===== src/iaw_pkg.sv =====
// ---------------------------------------------------------------------------
// Constants shared by the interrupt aggregator and watchdog.
// ---------------------------------------------------------------------------
package iaw_pkg;

   localparam int unsigned ADDR_W   = 16;
   localparam int unsigned DATA_W   = 8;
   localparam int unsigned NUM_PINS = 10;
   localparam int unsigned NUM_DRV  = 3;
   localparam int unsigned WDT_W    = 16;

   // ------------------------------------------------------------------------
   // Register addresses.
   // ------------------------------------------------------------------------
   localparam logic [15:0] ADDR_IO_UPDATE  = 16'h000F;
   localparam logic [15:0] ADDR_DRV_BASE   = 16'h0100;
   localparam logic [15:0] ADDR_FUNC_BASE  = 16'h0103;
   localparam logic [15:0] ADDR_WDT_LO     = 16'h010D;
   localparam logic [15:0] ADDR_WDT_HI     = 16'h010E;
   localparam logic [15:0] ADDR_MASK       = 16'h010F;
   localparam logic [15:0] ADDR_CLEAR      = 16'h0A05;
   localparam logic [15:0] ADDR_STATUS     = 16'h0D08;

   localparam logic [7:0]  IO_UPDATE_VALUE = 8'h01;

   // ------------------------------------------------------------------------
   // Bit positions in the clear, mask and status banks.
   // ------------------------------------------------------------------------
   localparam int unsigned CLR_ALL_BIT     = 0;
   localparam int unsigned WDT_RESTART_BIT = 7;
   localparam int unsigned BIT_WDT         = 1;
   localparam int unsigned BIT_COMMON      = 2;
   localparam int unsigned BIT_LOOP0       = 3;
   localparam logic [7:0]  SRC_VALID_MASK  = 8'h7E;
   localparam logic [7:0]  CAT_COMMON_MASK = 8'h06;

   // ------------------------------------------------------------------------
   // Pin function register layout and codes.
   // ------------------------------------------------------------------------
   localparam int unsigned FUNC_DIR_BIT    = 7;
   localparam logic [6:0]  OUT_IRQ_ALL     = 7'h01;
   localparam logic [6:0]  OUT_IRQ_COMMON  = 7'h02;
   localparam logic [6:0]  OUT_IRQ_LOOP0   = 7'h03;
   localparam logic [6:0]  OUT_IRQ_LOOP1   = 7'h04;
   localparam logic [6:0]  OUT_IRQ_LOOP2   = 7'h05;
   localparam logic [6:0]  OUT_IRQ_LOOP3   = 7'h06;
   localparam logic [6:0]  OUT_WDT_PULSE   = 7'h07;
   localparam logic [6:0]  IN_CLEAR_ALL    = 7'h01;
   localparam logic [6:0]  IN_WDT_RESTART  = 7'h02;

   // ------------------------------------------------------------------------
   // Drive modes and reset values.
   // ------------------------------------------------------------------------
   localparam logic [1:0]  DRV_HIGH_PP     = 2'h0;
   localparam logic [1:0]  DRV_LOW_PP      = 2'h1;
   localparam logic [1:0]  DRV_HIGH_OD     = 2'h2;
   localparam logic [1:0]  DRV_LOW_OD      = 2'h3;
   localparam logic [7:0]  RST_BYTE        = 8'h00;
   localparam logic [15:0] RST_WDT         = 16'h0000;

   // ------------------------------------------------------------------------
   // Timing.
   // ------------------------------------------------------------------------
   localparam int unsigned CLK_FREQ_MHZ    = 200;
   localparam int unsigned WDT_TICK_US     = 1000;
   localparam int unsigned WDT_MS_CYCLES   = WDT_TICK_US * CLK_FREQ_MHZ;
   localparam logic [6:0]  WDT_PULSE_CYC   = 7'h60;

endpackage


===== src/iaw_watchdog.sv =====
`timescale 1ns/1ps
module iaw_watchdog #(
   parameter int unsigned MS_CYCLES = iaw_pkg::WDT_MS_CYCLES
) (
   // Clock and reset.
   input  wire logic        clk,
   input  wire logic        srst,
   // Control.
   input  wire logic [15:0] period,
   input  wire logic        restart,
   // Timeout indications.
   output logic             timeout_evt,
   output logic             timeout_pulse
);
   import iaw_pkg::*;

   localparam int unsigned PW = $clog2(MS_CYCLES + 1);
   localparam logic [PW-1:0] PRESC_LAST = PW'(MS_CYCLES - 1);

   logic [PW-1:0]    presc_reg;
   logic [WDT_W-1:0] ms_reg;
   logic [6:0]       pulse_cnt_reg;

   // ------------------------------------------------------------------------
   // Millisecond prescaler and timeout counter.
   // ------------------------------------------------------------------------
   // zero disables, restart wins
   always_ff @(posedge clk) begin
      if (srst || period == RST_WDT || restart) begin
         presc_reg   <= '0;
         ms_reg      <= '0;
         timeout_evt <= 1'b0;
      end else begin
         timeout_evt <= 1'b0;
         if (presc_reg == PRESC_LAST) begin
            presc_reg <= '0;
            if (ms_reg >= period - 16'h0001) begin
               ms_reg      <= '0;
               timeout_evt <= 1'b1;
            end else begin
               ms_reg <= ms_reg + 16'h0001;
            end
         end else begin
            presc_reg <= presc_reg + PW'(1);
         end
      end
   end

   // ------------------------------------------------------------------------
   // Pin pulse stretcher.
   // ------------------------------------------------------------------------
   // pulse of 96 cycles
   always_ff @(posedge clk) begin
      if (srst) begin
         pulse_cnt_reg <= '0;
         timeout_pulse <= 1'b0;
      end else if (timeout_evt) begin
         pulse_cnt_reg <= WDT_PULSE_CYC;
         timeout_pulse <= 1'b1;
      end else if (pulse_cnt_reg > 7'h01) begin
         pulse_cnt_reg <= pulse_cnt_reg - 7'h01;
      end else begin
         pulse_cnt_reg <= '0;
         timeout_pulse <= 1'b0;
      end
   end

endmodule // iaw_watchdog


===== src/iaw_pin_cell.sv =====
`timescale 1ns/1ps
module iaw_pin_cell (
   // Clock and reset.
   input  wire logic       clk,
   input  wire logic       srst,
   // Configuration.
   input  wire logic [1:0] mode,
   input  wire logic       drive_en,
   input  wire logic       asserted,
   // Pad signals.
   input  wire logic       pad_in,
   output logic            pad_out,
   output logic            pad_oe,
   // Synchronised input, true when the pin asserts.
   output logic            in_asserted
);
   import iaw_pkg::*;

   logic sync1_reg;
   logic sync2_reg;

   // ------------------------------------------------------------------------
   // Output drive.
   // ------------------------------------------------------------------------
   // four drive modes
   always_ff @(posedge clk) begin
      if (srst || !drive_en) begin
         pad_out <= 1'b0;
         pad_oe  <= 1'b0;
      end else begin
         case (mode)
            DRV_HIGH_PP: begin
               pad_out <= asserted;
               pad_oe  <= 1'b1;
            end
            DRV_LOW_PP: begin
               pad_out <= ~asserted;
               pad_oe  <= 1'b1;
            end
            DRV_HIGH_OD: begin
               pad_out <= 1'b1;
               pad_oe  <= asserted;
            end
            default: begin
               pad_out <= 1'b0;
               pad_oe  <= asserted;
            end
         endcase
      end
   end

   // ------------------------------------------------------------------------
   // Input synchroniser; low-true modes invert the sense.
   // ------------------------------------------------------------------------
   always_ff @(posedge clk) begin
      if (srst) begin
         sync1_reg   <= 1'b0;
         sync2_reg   <= 1'b0;
         in_asserted <= 1'b0;
      end else begin
         sync1_reg   <= pad_in;
         sync2_reg   <= sync1_reg;
         in_asserted <= sync2_reg ^ mode[0];
      end
   end

endmodule // iaw_pin_cell


===== src/iaw_top.sv =====
`timescale 1ns/1ps
module iaw_top #(
   parameter int unsigned MS_CYCLES = iaw_pkg::WDT_MS_CYCLES
) (
   // Clock and reset.
   input  wire logic                         clk,
   input  wire logic                         srst,
   // Register access port.
   input  wire logic                         reg_wr_en,
   input  wire logic                         reg_rd_en,
   input  wire logic [iaw_pkg::ADDR_W-1:0]   reg_addr,
   input  wire logic [iaw_pkg::DATA_W-1:0]   reg_wdata,
   output logic      [iaw_pkg::DATA_W-1:0]   reg_rdata,
   output logic                              reg_rvalid,
   // Internal interrupt conditions.
   input  wire logic [3:0]                   loop_alarm,
   input  wire logic                         common_alarm,
   // Multifunction pins.
   input  wire logic [iaw_pkg::NUM_PINS-1:0] mfp_in,
   output logic      [iaw_pkg::NUM_PINS-1:0] mfp_out,
   output logic      [iaw_pkg::NUM_PINS-1:0] mfp_oe
);
   import iaw_pkg::*;

   // ------------------------------------------------------------------------
   // Storage.
   // ------------------------------------------------------------------------
   logic [WDT_W-1:0]  wdt_period_reg;
   logic [7:0]        mask_reg;
   logic [7:0]        status_reg;
   logic [7:0]        status_next;
   logic [7:0]        cond_prev_reg;
   logic [7:0]        func_shadow_reg [NUM_PINS];
   logic [7:0]        func_active_reg [NUM_PINS];
   logic [NUM_PINS-1:0] func_live_reg;
   logic [7:0]        drv_reg [NUM_DRV];

   // ------------------------------------------------------------------------
   // Decoded strobes and internal nets.
   // ------------------------------------------------------------------------
   logic              io_update;
   logic              clr_wr;
   logic              clear_all;
   logic              wd_restart;
   logic [NUM_PINS-1:0] pin_clear;
   logic [NUM_PINS-1:0] pin_restart;
   logic [7:0]        cond;
   logic [7:0]        gated;
   logic [7:0]        rise;
   logic [7:0]        clr_vec;
   logic              irq_any;
   logic              irq_common;
   logic              wdt_evt;
   logic              wdt_pulse;
   logic [7:0]        rd_val;
   logic [15:0]       func_off;
   logic [15:0]       drv_off;

   assign io_update = reg_wr_en && reg_addr == ADDR_IO_UPDATE && reg_wdata == IO_UPDATE_VALUE;
   assign clr_wr    = reg_wr_en && reg_addr == ADDR_CLEAR;
   assign func_off  = reg_addr - ADDR_FUNC_BASE;
   assign drv_off   = reg_addr - ADDR_DRV_BASE;

   assign clear_all  = (clr_wr && reg_wdata[CLR_ALL_BIT]) || (|pin_clear);
   assign wd_restart = (clr_wr && reg_wdata[WDT_RESTART_BIT]) || (|pin_restart);

   // ------------------------------------------------------------------------
   // Configuration registers.
   // ------------------------------------------------------------------------
   always_ff @(posedge clk) begin
      if (srst) begin
         wdt_period_reg <= RST_WDT;
         mask_reg       <= RST_BYTE;
      end else if (reg_wr_en) begin
         if (reg_addr == ADDR_WDT_LO) begin
            wdt_period_reg[7:0] <= reg_wdata;
         end
         if (reg_addr == ADDR_WDT_HI) begin
            wdt_period_reg[15:8] <= reg_wdata;
         end
         if (reg_addr == ADDR_MASK) begin
            mask_reg <= reg_wdata;
         end
      end
   end

   always_ff @(posedge clk) begin
      if (srst) begin
         for (int i = 0; i < NUM_DRV; i++) begin
            drv_reg[i] <= RST_BYTE;
         end
      end else if (reg_wr_en && drv_off < 16'(NUM_DRV)) begin
         drv_reg[drv_off[1:0]] <= reg_wdata;
      end
   end

   // ------------------------------------------------------------------------
   // Pin function registers with staged activation.
   // ------------------------------------------------------------------------
   // stop on write, apply on update
   always_ff @(posedge clk) begin
      if (srst) begin
         func_live_reg <= '1;
         for (int i = 0; i < NUM_PINS; i++) begin
            func_shadow_reg[i] <= RST_BYTE;
            func_active_reg[i] <= RST_BYTE;
         end
      end else if (io_update) begin
         func_live_reg <= '1;
         for (int i = 0; i < NUM_PINS; i++) begin
            func_active_reg[i] <= func_shadow_reg[i];
         end
      end else if (reg_wr_en && func_off < 16'(NUM_PINS)) begin
         func_shadow_reg[func_off[3:0]] <= reg_wdata;
         func_live_reg[func_off[3:0]]   <= 1'b0;
      end
   end

   // ------------------------------------------------------------------------
   // Interrupt capture.
   // ------------------------------------------------------------------------
   always_comb begin
      cond             = '0;
      cond[BIT_WDT]    = wdt_evt;
      cond[BIT_COMMON] = common_alarm;
      for (int k = 0; k < 4; k++) begin
         cond[BIT_LOOP0 + k] = loop_alarm[k];
      end
   end

   assign gated = cond & mask_reg & SRC_VALID_MASK;
   assign rise  = gated & ~cond_prev_reg;
   assign clr_vec = clear_all ? 8'hFF : ((clr_wr ? reg_wdata : 8'h00) & SRC_VALID_MASK);
   assign status_next = (status_reg & ~clr_vec) | rise;

   always_ff @(posedge clk) begin
      if (srst) begin
         status_reg    <= RST_BYTE;
         cond_prev_reg <= RST_BYTE;
      end else begin
         status_reg    <= status_next;
         cond_prev_reg <= gated;
      end
   end

   assign irq_any    = |status_reg;
   assign irq_common = |(status_reg & CAT_COMMON_MASK);

   // ------------------------------------------------------------------------
   // Watchdog.
   // ------------------------------------------------------------------------
   iaw_watchdog #(
      .MS_CYCLES (MS_CYCLES)
   ) u_wdt (
      .clk           (clk),
      .srst          (srst),
      .period        (wdt_period_reg),
      .restart       (wd_restart),
      .timeout_evt   (wdt_evt),
      .timeout_pulse (wdt_pulse)
   );

   // ------------------------------------------------------------------------
   // Multifunction pins.
   // ------------------------------------------------------------------------
   for (genvar p = 0; p < NUM_PINS; p++) begin : g_pin
      logic [6:0] fsel;
      logic       is_out;
      logic       is_in;
      logic       asserted;
      logic       in_level;
      logic [1:0] mode;

      assign fsel   = func_active_reg[p][6:0];
      assign is_out = func_live_reg[p] && func_active_reg[p][FUNC_DIR_BIT];
      assign is_in  = func_live_reg[p] && !func_active_reg[p][FUNC_DIR_BIT];
      assign mode   = drv_reg[p / 4][(p % 4) * 2 +: 2];

      always_comb begin
         case (fsel)
            OUT_IRQ_ALL:    asserted = irq_any;
            OUT_IRQ_COMMON: asserted = irq_common;
            OUT_IRQ_LOOP0:  asserted = status_reg[BIT_LOOP0];
            OUT_IRQ_LOOP1:  asserted = status_reg[BIT_LOOP0 + 1];
            OUT_IRQ_LOOP2:  asserted = status_reg[BIT_LOOP0 + 2];
            OUT_IRQ_LOOP3:  asserted = status_reg[BIT_LOOP0 + 3];
            OUT_WDT_PULSE:  asserted = wdt_pulse;
            default:        asserted = 1'b0;
         endcase
      end

      iaw_pin_cell u_cell (
         .clk         (clk),
         .srst        (srst),
         .mode        (mode),
         .drive_en    (is_out),
         .asserted    (asserted),
         .pad_in      (mfp_in[p]),
         .pad_out     (mfp_out[p]),
         .pad_oe      (mfp_oe[p]),
         .in_asserted (in_level)
      );

      assign pin_clear[p]   = is_in && fsel == IN_CLEAR_ALL && in_level;
      assign pin_restart[p] = is_in && fsel == IN_WDT_RESTART && in_level;
   end

   // ------------------------------------------------------------------------
   // Register read.
   // ------------------------------------------------------------------------
   always_comb begin
      rd_val = 8'h00;
      if (reg_addr == ADDR_WDT_LO) begin
         rd_val = wdt_period_reg[7:0];
      end else if (reg_addr == ADDR_WDT_HI) begin
         rd_val = wdt_period_reg[15:8];
      end else if (reg_addr == ADDR_MASK) begin
         rd_val = mask_reg;
      end else if (reg_addr == ADDR_STATUS) begin
         rd_val = status_reg;
      end else if (func_off < 16'(NUM_PINS)) begin
         rd_val = func_shadow_reg[func_off[3:0]];
      end else if (drv_off < 16'(NUM_DRV)) begin
         rd_val = drv_reg[drv_off[1:0]];
      end
   end

   always_ff @(posedge clk) begin
      if (srst) begin
         reg_rdata  <= 8'h00;
         reg_rvalid <= 1'b0;
      end else begin
         reg_rdata  <= reg_rd_en ? rd_val : 8'h00;
         reg_rvalid <= reg_rd_en;
      end
   end

endmodule // iaw_top


===== config.mk =====
export PLATFORM = sky130hd
export DESIGN_NAME = iaw_top
export DESIGN_NICKNAME = d
export VERILOG_FILES = /design/src/iaw_pkg.sv /design/src/iaw_watchdog.sv /design/src/iaw_pin_cell.sv /design/src/iaw_top.sv
export SDC_FILE = /design/constraint.sdc
export NUM_CORES = 1
export LEC_CHECK = 0
export BUFFER_PORTS_ARGS = -buffer_cell sky130_fd_sc_hd__clkbuf_2
export CORE_ASPECT_RATIO = 0.6
export CORE_MARGIN = 3
export CORE_UTILIZATION = 40
export DETAILED_ROUTE_END_ITERATION = 10
export PLACE_DENSITY_LB_ADDON = 0.08
export SYNTH_ARGS = -nofsm -noshare
export SYNTH_HDL_FRONTEND = slang
export SYNTH_SLANG_ARGS = --single-unit

===== constraint.sdc =====
create_clock -name clk -period 4.37 [get_ports clk]
set_input_delay 0.2185 -clock clk [delete_from_list [all_inputs] [get_ports clk]]
set_output_delay 0.2185 -clock clk [all_outputs]
set_load 0.02 [all_outputs]

==> impl_results.rst, run 1 <==
.. list-table::
   :header-rows: 1

   * - Metric
     - Value
   * - Flop and latch count out of synthesis
     - 390
   * - Static power due to leakage
     - 7.66 nW
   * - Global-route wire length before repair
     - 79400 um
   * - Clock edge transition at the registers on the reported setup and hold paths
     - 0.06 ns
   * - Max reg flops
     - 128
   * - Setup repair bufs after CTS
     - 0
   * - Cell with the most instances after synthesis
     - edfxtp_1
   * - Drt initial violations
     - 1319
   * - Via count normalized by instance count
     - 5.51
   * - Synth cell count leaders
     - edfxtp_1 (240), nor2_1 (174), dfxtp_1 (150), and2_1 (117), nand2_1 (106)
   * - Worst Setup End Kind
     - flop
   * - Path length in cells of the critical path
     - 14
   * - Die Width
     - 280 um
   * - Vias after detailed routing
     - 12500
   * - Synth async-reset ratio
     - 0
   * - RD Place Congestion
     - 0.903
   * - Maximum VDD drop
     - 0.231 mV
   * - Final number of max-transition violations
     - 0
   * - Tightest slew margin relative to the limit
     - 0.305
   * - Top Family by Delay on Critical Path
     - simple AND/OR/NAND/NOR gates
   * - Worst Path Max Fanout
     - 15
   * - Fin Clk Skew
     - 0.0302 ns
   * - Placement row count
     - 59
   * - Layout overhead on the synthesized area
     - 13.7%
   * - CP Cell Sequence
     - inv_1, ha_1, nor3b_1, or4b_1, nor3_1, xnor2_1, ha_1, a21o_1, a21o_1, a21oi_1, o21a_1, o21ai_1, buf_4, a211oi_1
   * - Run status
     - finished clean
   * - Port-buffer cells
     - 71
   * - Synthesized instance count
     - 1555
   * - Vert. Die Dim
     - 171 um
   * - TritonCTS buffer count
     - 39
   * - Crit path kind
     - flop to flop
   * - Post-synthesis area per instance
     - 11.6 um^2
   * - CTS tree
     - yes
   * - Post-synth EDFFs
     - 240
   * - Number of hold violations in the final report
     - 0
   * - Critical path launch point type
     - flop
   * - ANT nets after route
     - 0
   * - Vias in the first global route
     - 12000
   * - Count of buffer and inverter cells on the critical path
     - 2
   * - R2r endpoint
     - u_wdt.ms_reg[2]
   * - Synth top area cells
     - edfxtp_1 (40%), dfxtp_1 (17%), mux4_2 (5.6%)
   * - Post-synth top flop
     - edfxtp_1
   * - Crit path to
     - u_wdt.ms_reg[2]
   * - # Max-Cap Violations
     - 0
   * - Count of hold buffers inserted by post-cts repair
     - 15
   * - Worst-margin pin slew
     - 1.04 ns
   * - Max incr delay on CP
     - 0.58 ns
   * - Area of the multi-input gates
     - 0.00753 mm^2
   * - Final Core Density
     - 0.467
   * - Max Buffers Root-to-Sink
     - 3
   * - Area enclosed by the die boundary
     - 0.0478 mm^2
   * - Beginning of the critical path
     - wdt_period_reg[0]
   * - Drt total wl
     - 53400 um
   * - Grt total ovfl
     - 0
   * - Netlist Area Pre-Place
     - 0.0181 mm^2
   * - Residual DRC count
     - 0
   * - CTS Root Buffer Type
     - clkbuf_16
   * - Synth warn
     - 0
   * - Footprint of the flip-flops and latches
     - 0.0102 mm^2
   * - Sum of negative setup slack
     - 0 ns
   * - Setup Viol. Count Final
     - 0
   * - Setup slack of the most critical reg-to-reg path
     - 0.91 ns
   * - Number of nets in the layout
     - 1732
   * - Crit Reg-Reg Startpoint
     - wdt_period_reg[0]
   * - Share of final-layout standard cells stronger than drive strength 1
     - 0.127
   * - Detailed-placement wirelength estimate
     - 39100 um
   * - Required time worst endpoint
     - 4.81 ns
   * - Unrepaired setup endpoints after global routing
     - no
   * - Area fraction of the dominant cell type after synthesis
     - 0.399
   * - Largest net degree at the start of global routing
     - 80
   * - Worst-Skew Late Latency
     - 0.55 ns
   * - Number of H-tree branching levels
     - 2
   * - R2R depth
     - 14
   * - Worst path slowest cell
     - or4b_1
   * - Total of cells resized after clock tree synthesis
     - 0
   * - Fin crit share
     - 0.793
   * - Antenna violations before repair
     - 1
   * - Cell area power density
     - 399 mW/mm^2
   * - Count of boundary I/O pins
     - 72
   * - Number of distinct standard cells referenced by the synthesized netlist
     - 73
   * - Path class of the lowest-slack min-delay path
     - input pin to flop
   * - Area of the placeable core
     - 0.0440 mm^2
   * - Arrival time reported for the critical path endpoint
     - 3.90 ns
   * - Peak Freq
     - 289 MHz
   * - Largest area contributor in the netlist
     - edfxtp_1
   * - Count of cells along the worst hold path
     - 2
   * - Filler cell count
     - 4116
   * - First drt pass iteration count
     - 5
   * - Routed WL per cell
     - 23.5 um
   * - Shortest clock period the worst path allows after layout
     - 3.46 ns
   * - Starting density of the core
     - 0.411
   * - All-Layer GR Usage
     - 0.227
   * - Number of clock sinks
     - 390
   * - Register area share after synthesis
     - 0.565
[per-layer routing]
layer  vias up  GRT usage  share of wire
li1       5809          -              -
met1      6134      0.372           0.51
met2       544      0.273           0.35
met3        38     0.0865           0.12
met4         0     0.0399          0.014
met5         -          0              0
[layout by cell type, fill, tap and decap left out, drive strengths merged, types with 16 or more instances in the layout]
cell type / instances
a211oi: 37
a21o: 22
a21oi: 33
and2: 117
and3: 25
buf: 31
clkbuf: 128
conb: 56
dfxtp: 150
edfxtp: 240
ha: 26
inv: 27
mux2i: 46
mux4: 45
nand2: 106
nand2b: 26
nand3: 20
nand4: 30
nor2: 174
nor2b: 57
nor3: 38
o21ai: 16
xnor2: 45
xor2: 21
[power breakdown]
part,internal [mW],switching (mW),leakage (nW)
clock network,1.92,1.43,0.612
registers,4.04,0.111,3.60
logic,0.266,0.414,3.45
[area by class of cell]
class                           count  area share
Clock buffer                       59      0.0557
Inverter                           27     0.00493
Clock inverter                     12     0.00506
Tap cell                          579      0.0353
Timing Repair Buffer              115      0.0354
Sequential cell                   390       0.497
Multi-Input combinational cell   1090       0.366
Antenna cell                        2    0.000244
[stage by stage]
stage | std cells | power (mW) | cell area (um^2) | worst slack, ns | hold slack (ns)
global route | 2272 | 8.50 | 20500 | 0.554 | 0.135
global placement | 2186 | 4.88 | 19100 | 1.06 | 0.424
finish | 2274 | 8.19 | 20500 | 0.907 | 0.125
CTS | 2272 | 8.24 | 20500 | 0.930 | 0.117
floorplan | 1610 | 4.63 | 18300 | 0.0815 | 0.317
detailed placement | 2186 | 4.89 | 19100 | 0.930 | 0.428
[worst min-delay path by stage]
stage	end	slack (ns)	from
after floorplan	drv_reg[3][0]	0.32	reg_wdata[0]
after global placement	g_pin[7].u_cell.sync2_reg	0.42	g_pin[7].u_cell.sync1_reg
after detailed placement	g_pin[7].u_cell.sync2_reg	0.43	g_pin[7].u_cell.sync1_reg
after CTS	cond_prev_reg[1]	0.12	srst
after global routing	wdt_period_reg[8]	0.14	srst
final	cond_prev_reg[1]	0.12	srst
[cells by family after synthesis]
group / synth area share
AND/OR/NAND/NOR: 0.191
flip-flops: 0.565
AO/OA/AOI/OAI: 0.0801
buffers and inverters: 0.0316
multiplexers: 0.0822
XOR/XNOR: 0.0320
adder cells (fa/ha/maj): 0.0180
other: 0.000208
No activity file was read; power rests on OpenSTA's default activity.
==> inputs of run 2 (changes only) <==
==> constraint.sdc (replaced) <==
create_clock -name clk -period 3.2 [get_ports clk]
set_input_delay 0.16 -clock clk [delete_from_list [all_inputs] [get_ports clk]]
set_output_delay 0.16 -clock clk [all_outputs]
set_load 0.02 [all_outputs]
==> run 2 against run 1 <==
  * Routed wire length up 1.2%
  * Largest power group unchanged
  * Final area up 2.7%
  * Sequential share of layout area down 1.3 points
  * Via count up 3.0%
  * Total power up 39%
  * Critical path depth down 4
  * Critical endpoint is now u_wdt.ms_reg[13]
  * Critical path type unchanged
  * Clock skew down 0.012 ns
  * Clock-buffer cell count down 12
  * Fmax up 13%
  * Clock power up 42%
==> impl_results.rst, run 2 (synthesized netlist as in run 1, its figures left out) <==
.. list-table::
   :header-rows: 1

   * - Metric
     - Value
   * - Run status
     - finished clean (unchanged)
   * - Final number of max-transition violations
     - 0 (unchanged)
   * - # Max-Cap Violations
     - 0 (unchanged)
   * - Static power due to leakage
     - 7.96 nW (was 7.66 nW)
   * - Count of cells along the worst hold path
     - 2 (unchanged)
   * - ANT nets after route
     - 0 (unchanged)
   * - Fin crit share
     - 0.954 (was 0.793)
   * - Port-buffer cells
     - 71 (unchanged)
   * - Number of nets in the layout
     - 1779 (was 1732)
   * - Worst hold endpoint
     - g_pin[4].u_cell.sync1_reg (was cond_prev_reg[1])
   * - Tightest slew margin relative to the limit
     - 0.540 (was 0.305)
   * - Fin Clk Skew
     - 0.0186 ns (was 0.0302 ns)
   * - All-Layer GR Usage
     - 0.228 (was 0.227)
   * - R2R depth
     - 10 (was 14)
   * - Placed cell count
     - 2233 (was 2186)
   * - Highest-count cells in the layout ignoring fill and taps
     - edfxtp_1 (240), nor2_1 (172), dfxtp_1 (150) (was edfxtp_1 (240), nor2_1 (173), dfxtp_1 (150))
   * - Via count normalized by instance count
     - 5.56 (was 5.51)
   * - Int Pwr
     - 8.64 mW (was 6.24 mW)
   * - Largest net degree at the start of global routing
     - 91 (was 80)
   * - Placement row count
     - 59 (unchanged)
   * - Worst Setup End Kind
     - flop (unchanged)
   * - First drt pass iteration count
     - 5 (unchanged)
   * - Arrival time reported for the critical path endpoint
     - 3.46 ns (was 3.90 ns)
   * - Placement Cell Area
     - 0.0196 mm^2 (was 0.0191 mm^2)
   * - Final instance count without filler cells
     - 2321 (was 2274)
   * - Peak Freq
     - 328 MHz (was 289 MHz)
   * - Vias in the first global route
     - 12300 (was 12000)
   * - Combinational Power Share
     - 0.085 (was 0.083)
   * - P_sw
     - 2.76 mW (was 1.96 mW)
   * - Crit path kind
     - flop to flop (unchanged)
   * - Area of the placeable core
     - 0.0440 mm^2 (unchanged)
   * - Antenna violations before repair
     - 0 (was 1)
   * - Setup slack of the most critical reg-to-reg path
     - 0.15 ns (was 0.91 ns)
   * - Drt initial violations
     - 1329 (was 1319)
   * - Unrepaired setup endpoints after global routing
     - no (unchanged)
   * - Max Buffers Root-to-Sink
     - 3 (unchanged)
   * - Routed WL per cell
     - 23.3 um (was 23.5 um)
   * - Global-route wire length before repair
     - 80200 um (was 79400 um)
   * - Crit Reg-Reg Startpoint
     - wdt_period_reg[4] (was wdt_period_reg[0])
   * - Overall Power
     - 11.4 mW (was 8.19 mW)
   * - Critical path launch point type
     - flop (unchanged)
   * - Grt total ovfl
     - 0 (unchanged)
   * - CTS Root Buffer Type
     - clkbuf_16 (unchanged)
   * - CTS tree
     - yes (unchanged)
   * - Shortest clock period the worst path allows after layout
     - 3.05 ns (was 3.46 ns)
   * - Leading cell type in the layout, fill and taps excluded
     - edfxtp_1 (unchanged)
   * - Starting density of the core
     - 0.411 (unchanged)
   * - Final standard cell area without fillers
     - 0.0211 mm^2 (was 0.0205 mm^2)
   * - Area enclosed by the die boundary
     - 0.0478 mm^2 (unchanged)
   * - Worst-margin pin slew
     - 0.688 ns (was 1.04 ns)
   * - Filler cell count
     - 3987 (was 4116)
   * - Min-delay src
     - srst (unchanged)
   * - Cell area power density
     - 540 mW/mm^2 (was 399 mW/mm^2)
   * - Detailed-placement wirelength estimate
     - 39800 um (was 39100 um)
   * - Clock edge transition at the registers on the reported setup and hold paths
     - 0.07 ns (was 0.06 ns)
   * - Proportion of power drawn by the clock network
     - 0.418 (was 0.410)
   * - R2r endpoint
     - u_wdt.ms_reg[13] (was u_wdt.ms_reg[2])
   * - Beginning of the critical path
     - wdt_period_reg[4] (was wdt_period_reg[0])
   * - Share of final-layout standard cells stronger than drive strength 1
     - 0.160 (was 0.127)
   * - Setup Viol. Count Final
     - 0 (unchanged)
   * - RD Place Congestion
     - 0.876 (was 0.903)
   * - Switching Fraction
     - 0.242 (was 0.239)
   * - Number of hold violations in the final report
     - 0 (unchanged)
   * - Layout overhead on the synthesized area
     - 16.8% (was 13.7%)
   * - Sequential share of power
     - 0.497 (was 0.507)
   * - TritonCTS buffer count
     - 39 (unchanged)
   * - Number of clock sinks
     - 390 (unchanged)
   * - Max reg flops
     - 128 (unchanged)
   * - Drt total wl
     - 54000 um (was 53400 um)
   * - Maximum VDD drop
     - 0.344 mV (was 0.231 mV)
   * - Die Width
     - 280 um (unchanged)
   * - Final-layout worst hold slack
     - 0.0487 ns (was 0.125 ns)
   * - Vias after detailed routing
     - 12900 (was 12500)
   * - Count of boundary I/O pins
     - 72 (unchanged)
   * - Required time worst endpoint
     - 3.61 ns (was 4.81 ns)
   * - Number of H-tree branching levels
     - 2 (unchanged)
   * - Vert. Die Dim
     - 171 um (unchanged)
   * - Path class of the lowest-slack min-delay path
     - input pin to flop (unchanged)
   * - Worst-Skew Late Latency
     - 0.55 ns (about the same)
   * - Residual DRC count
     - 0 (unchanged)
   * - Worst Path Max Fanout
     - 14 (was 15)
-- run 2: changes by cell type in the layout (fill, tap and decap cells not counted), moves of 3 or more --
cell	before	now
clkbuf_8	5	2
clkbuf_1	13	4
clkinvlp_4	0	3
buf_12	0	8
buf_4	31	70
-- run 2: critical path: stages (launching register included) --
cell	delay, ns
dfxtp_1	0.31
or4_1	0.57
or4b_4	0.55
nor2_2	0.11
xnor2_1	0.08
ha_1	0.30
nand4_1	0.13
or3_4	0.43
o21ai_4	0.19
buf_12	0.16
a211oi_1	0.07
-- run 2: repair_timing --
action | in CTS | in global routing
setup endpoints to repair | 14 | 15
hold endpoints to repair | 15 | 0
resized for setup | 1 | 7
pin swaps | 0 | 1
hold buffers | 15 | 0
buffers inserted | 0 | 0
-- run 2: through the flow --
step	worst slack (ns)	setup TNS, ns	util
after floorplan	0.0471	0	-
after global placement	0.106	0	0.445
after detailed placement	-0.0134	-0.0576	0.445
after CTS	0.0447	0	0.479
after global routing	0.00896	0	0.480
final	0.147	0	0.480
-- run 2: final cells by class --
class,count,area [um^2],area share
Antenna cell,1,2.50,0.000119
Tap cell,579,724,0.0343
Multi-Input combinational cell,1090,7560,0.358
Sequential cell,390,10200,0.484
Inverter,27,101,0.00480
Timing Repair Buffer,162,1180,0.0560
Clock inverter,25,251,0.0119
Clock buffer,47,1070,0.0506
-- run 2: worst max-delay path by stage --
| stage | endpoint |
|---|---|
| 2_1_floorplan | func_shadow_reg[6][0] |
| 3_3_place_gp | u_wdt.ms_reg[15] |
| 3_5_place_dp | u_wdt.ms_reg[12] |
| 4_1_cts | u_wdt.ms_reg[2] |
| 5_1_grt | u_wdt.ms_reg[2] |
| 6_report | u_wdt.ms_reg[13] |
-- run 2: per-layer routing --
layer / up-vias / track usage / part of all wire
met5: - / 0 / 0
met4: 0 / 0.0377 / 0.013
met3: 53 / 0.0641 / 0.10
met2: 511 / 0.283 / 0.36
met1: 6421 / 0.383 / 0.52
li1: 5912 / - / -
-- run 2: power groups by stage --
stage	Combinational, mW	Sequential (mW)	Clock, mW
CTS	0.964	5.66	4.88
floorplan	0.617	5.70	0
global placement	0.933	5.77	0
detailed placement	0.944	5.77	0
finish	0.970	5.67	4.77
global route	1.06	5.69	5.08
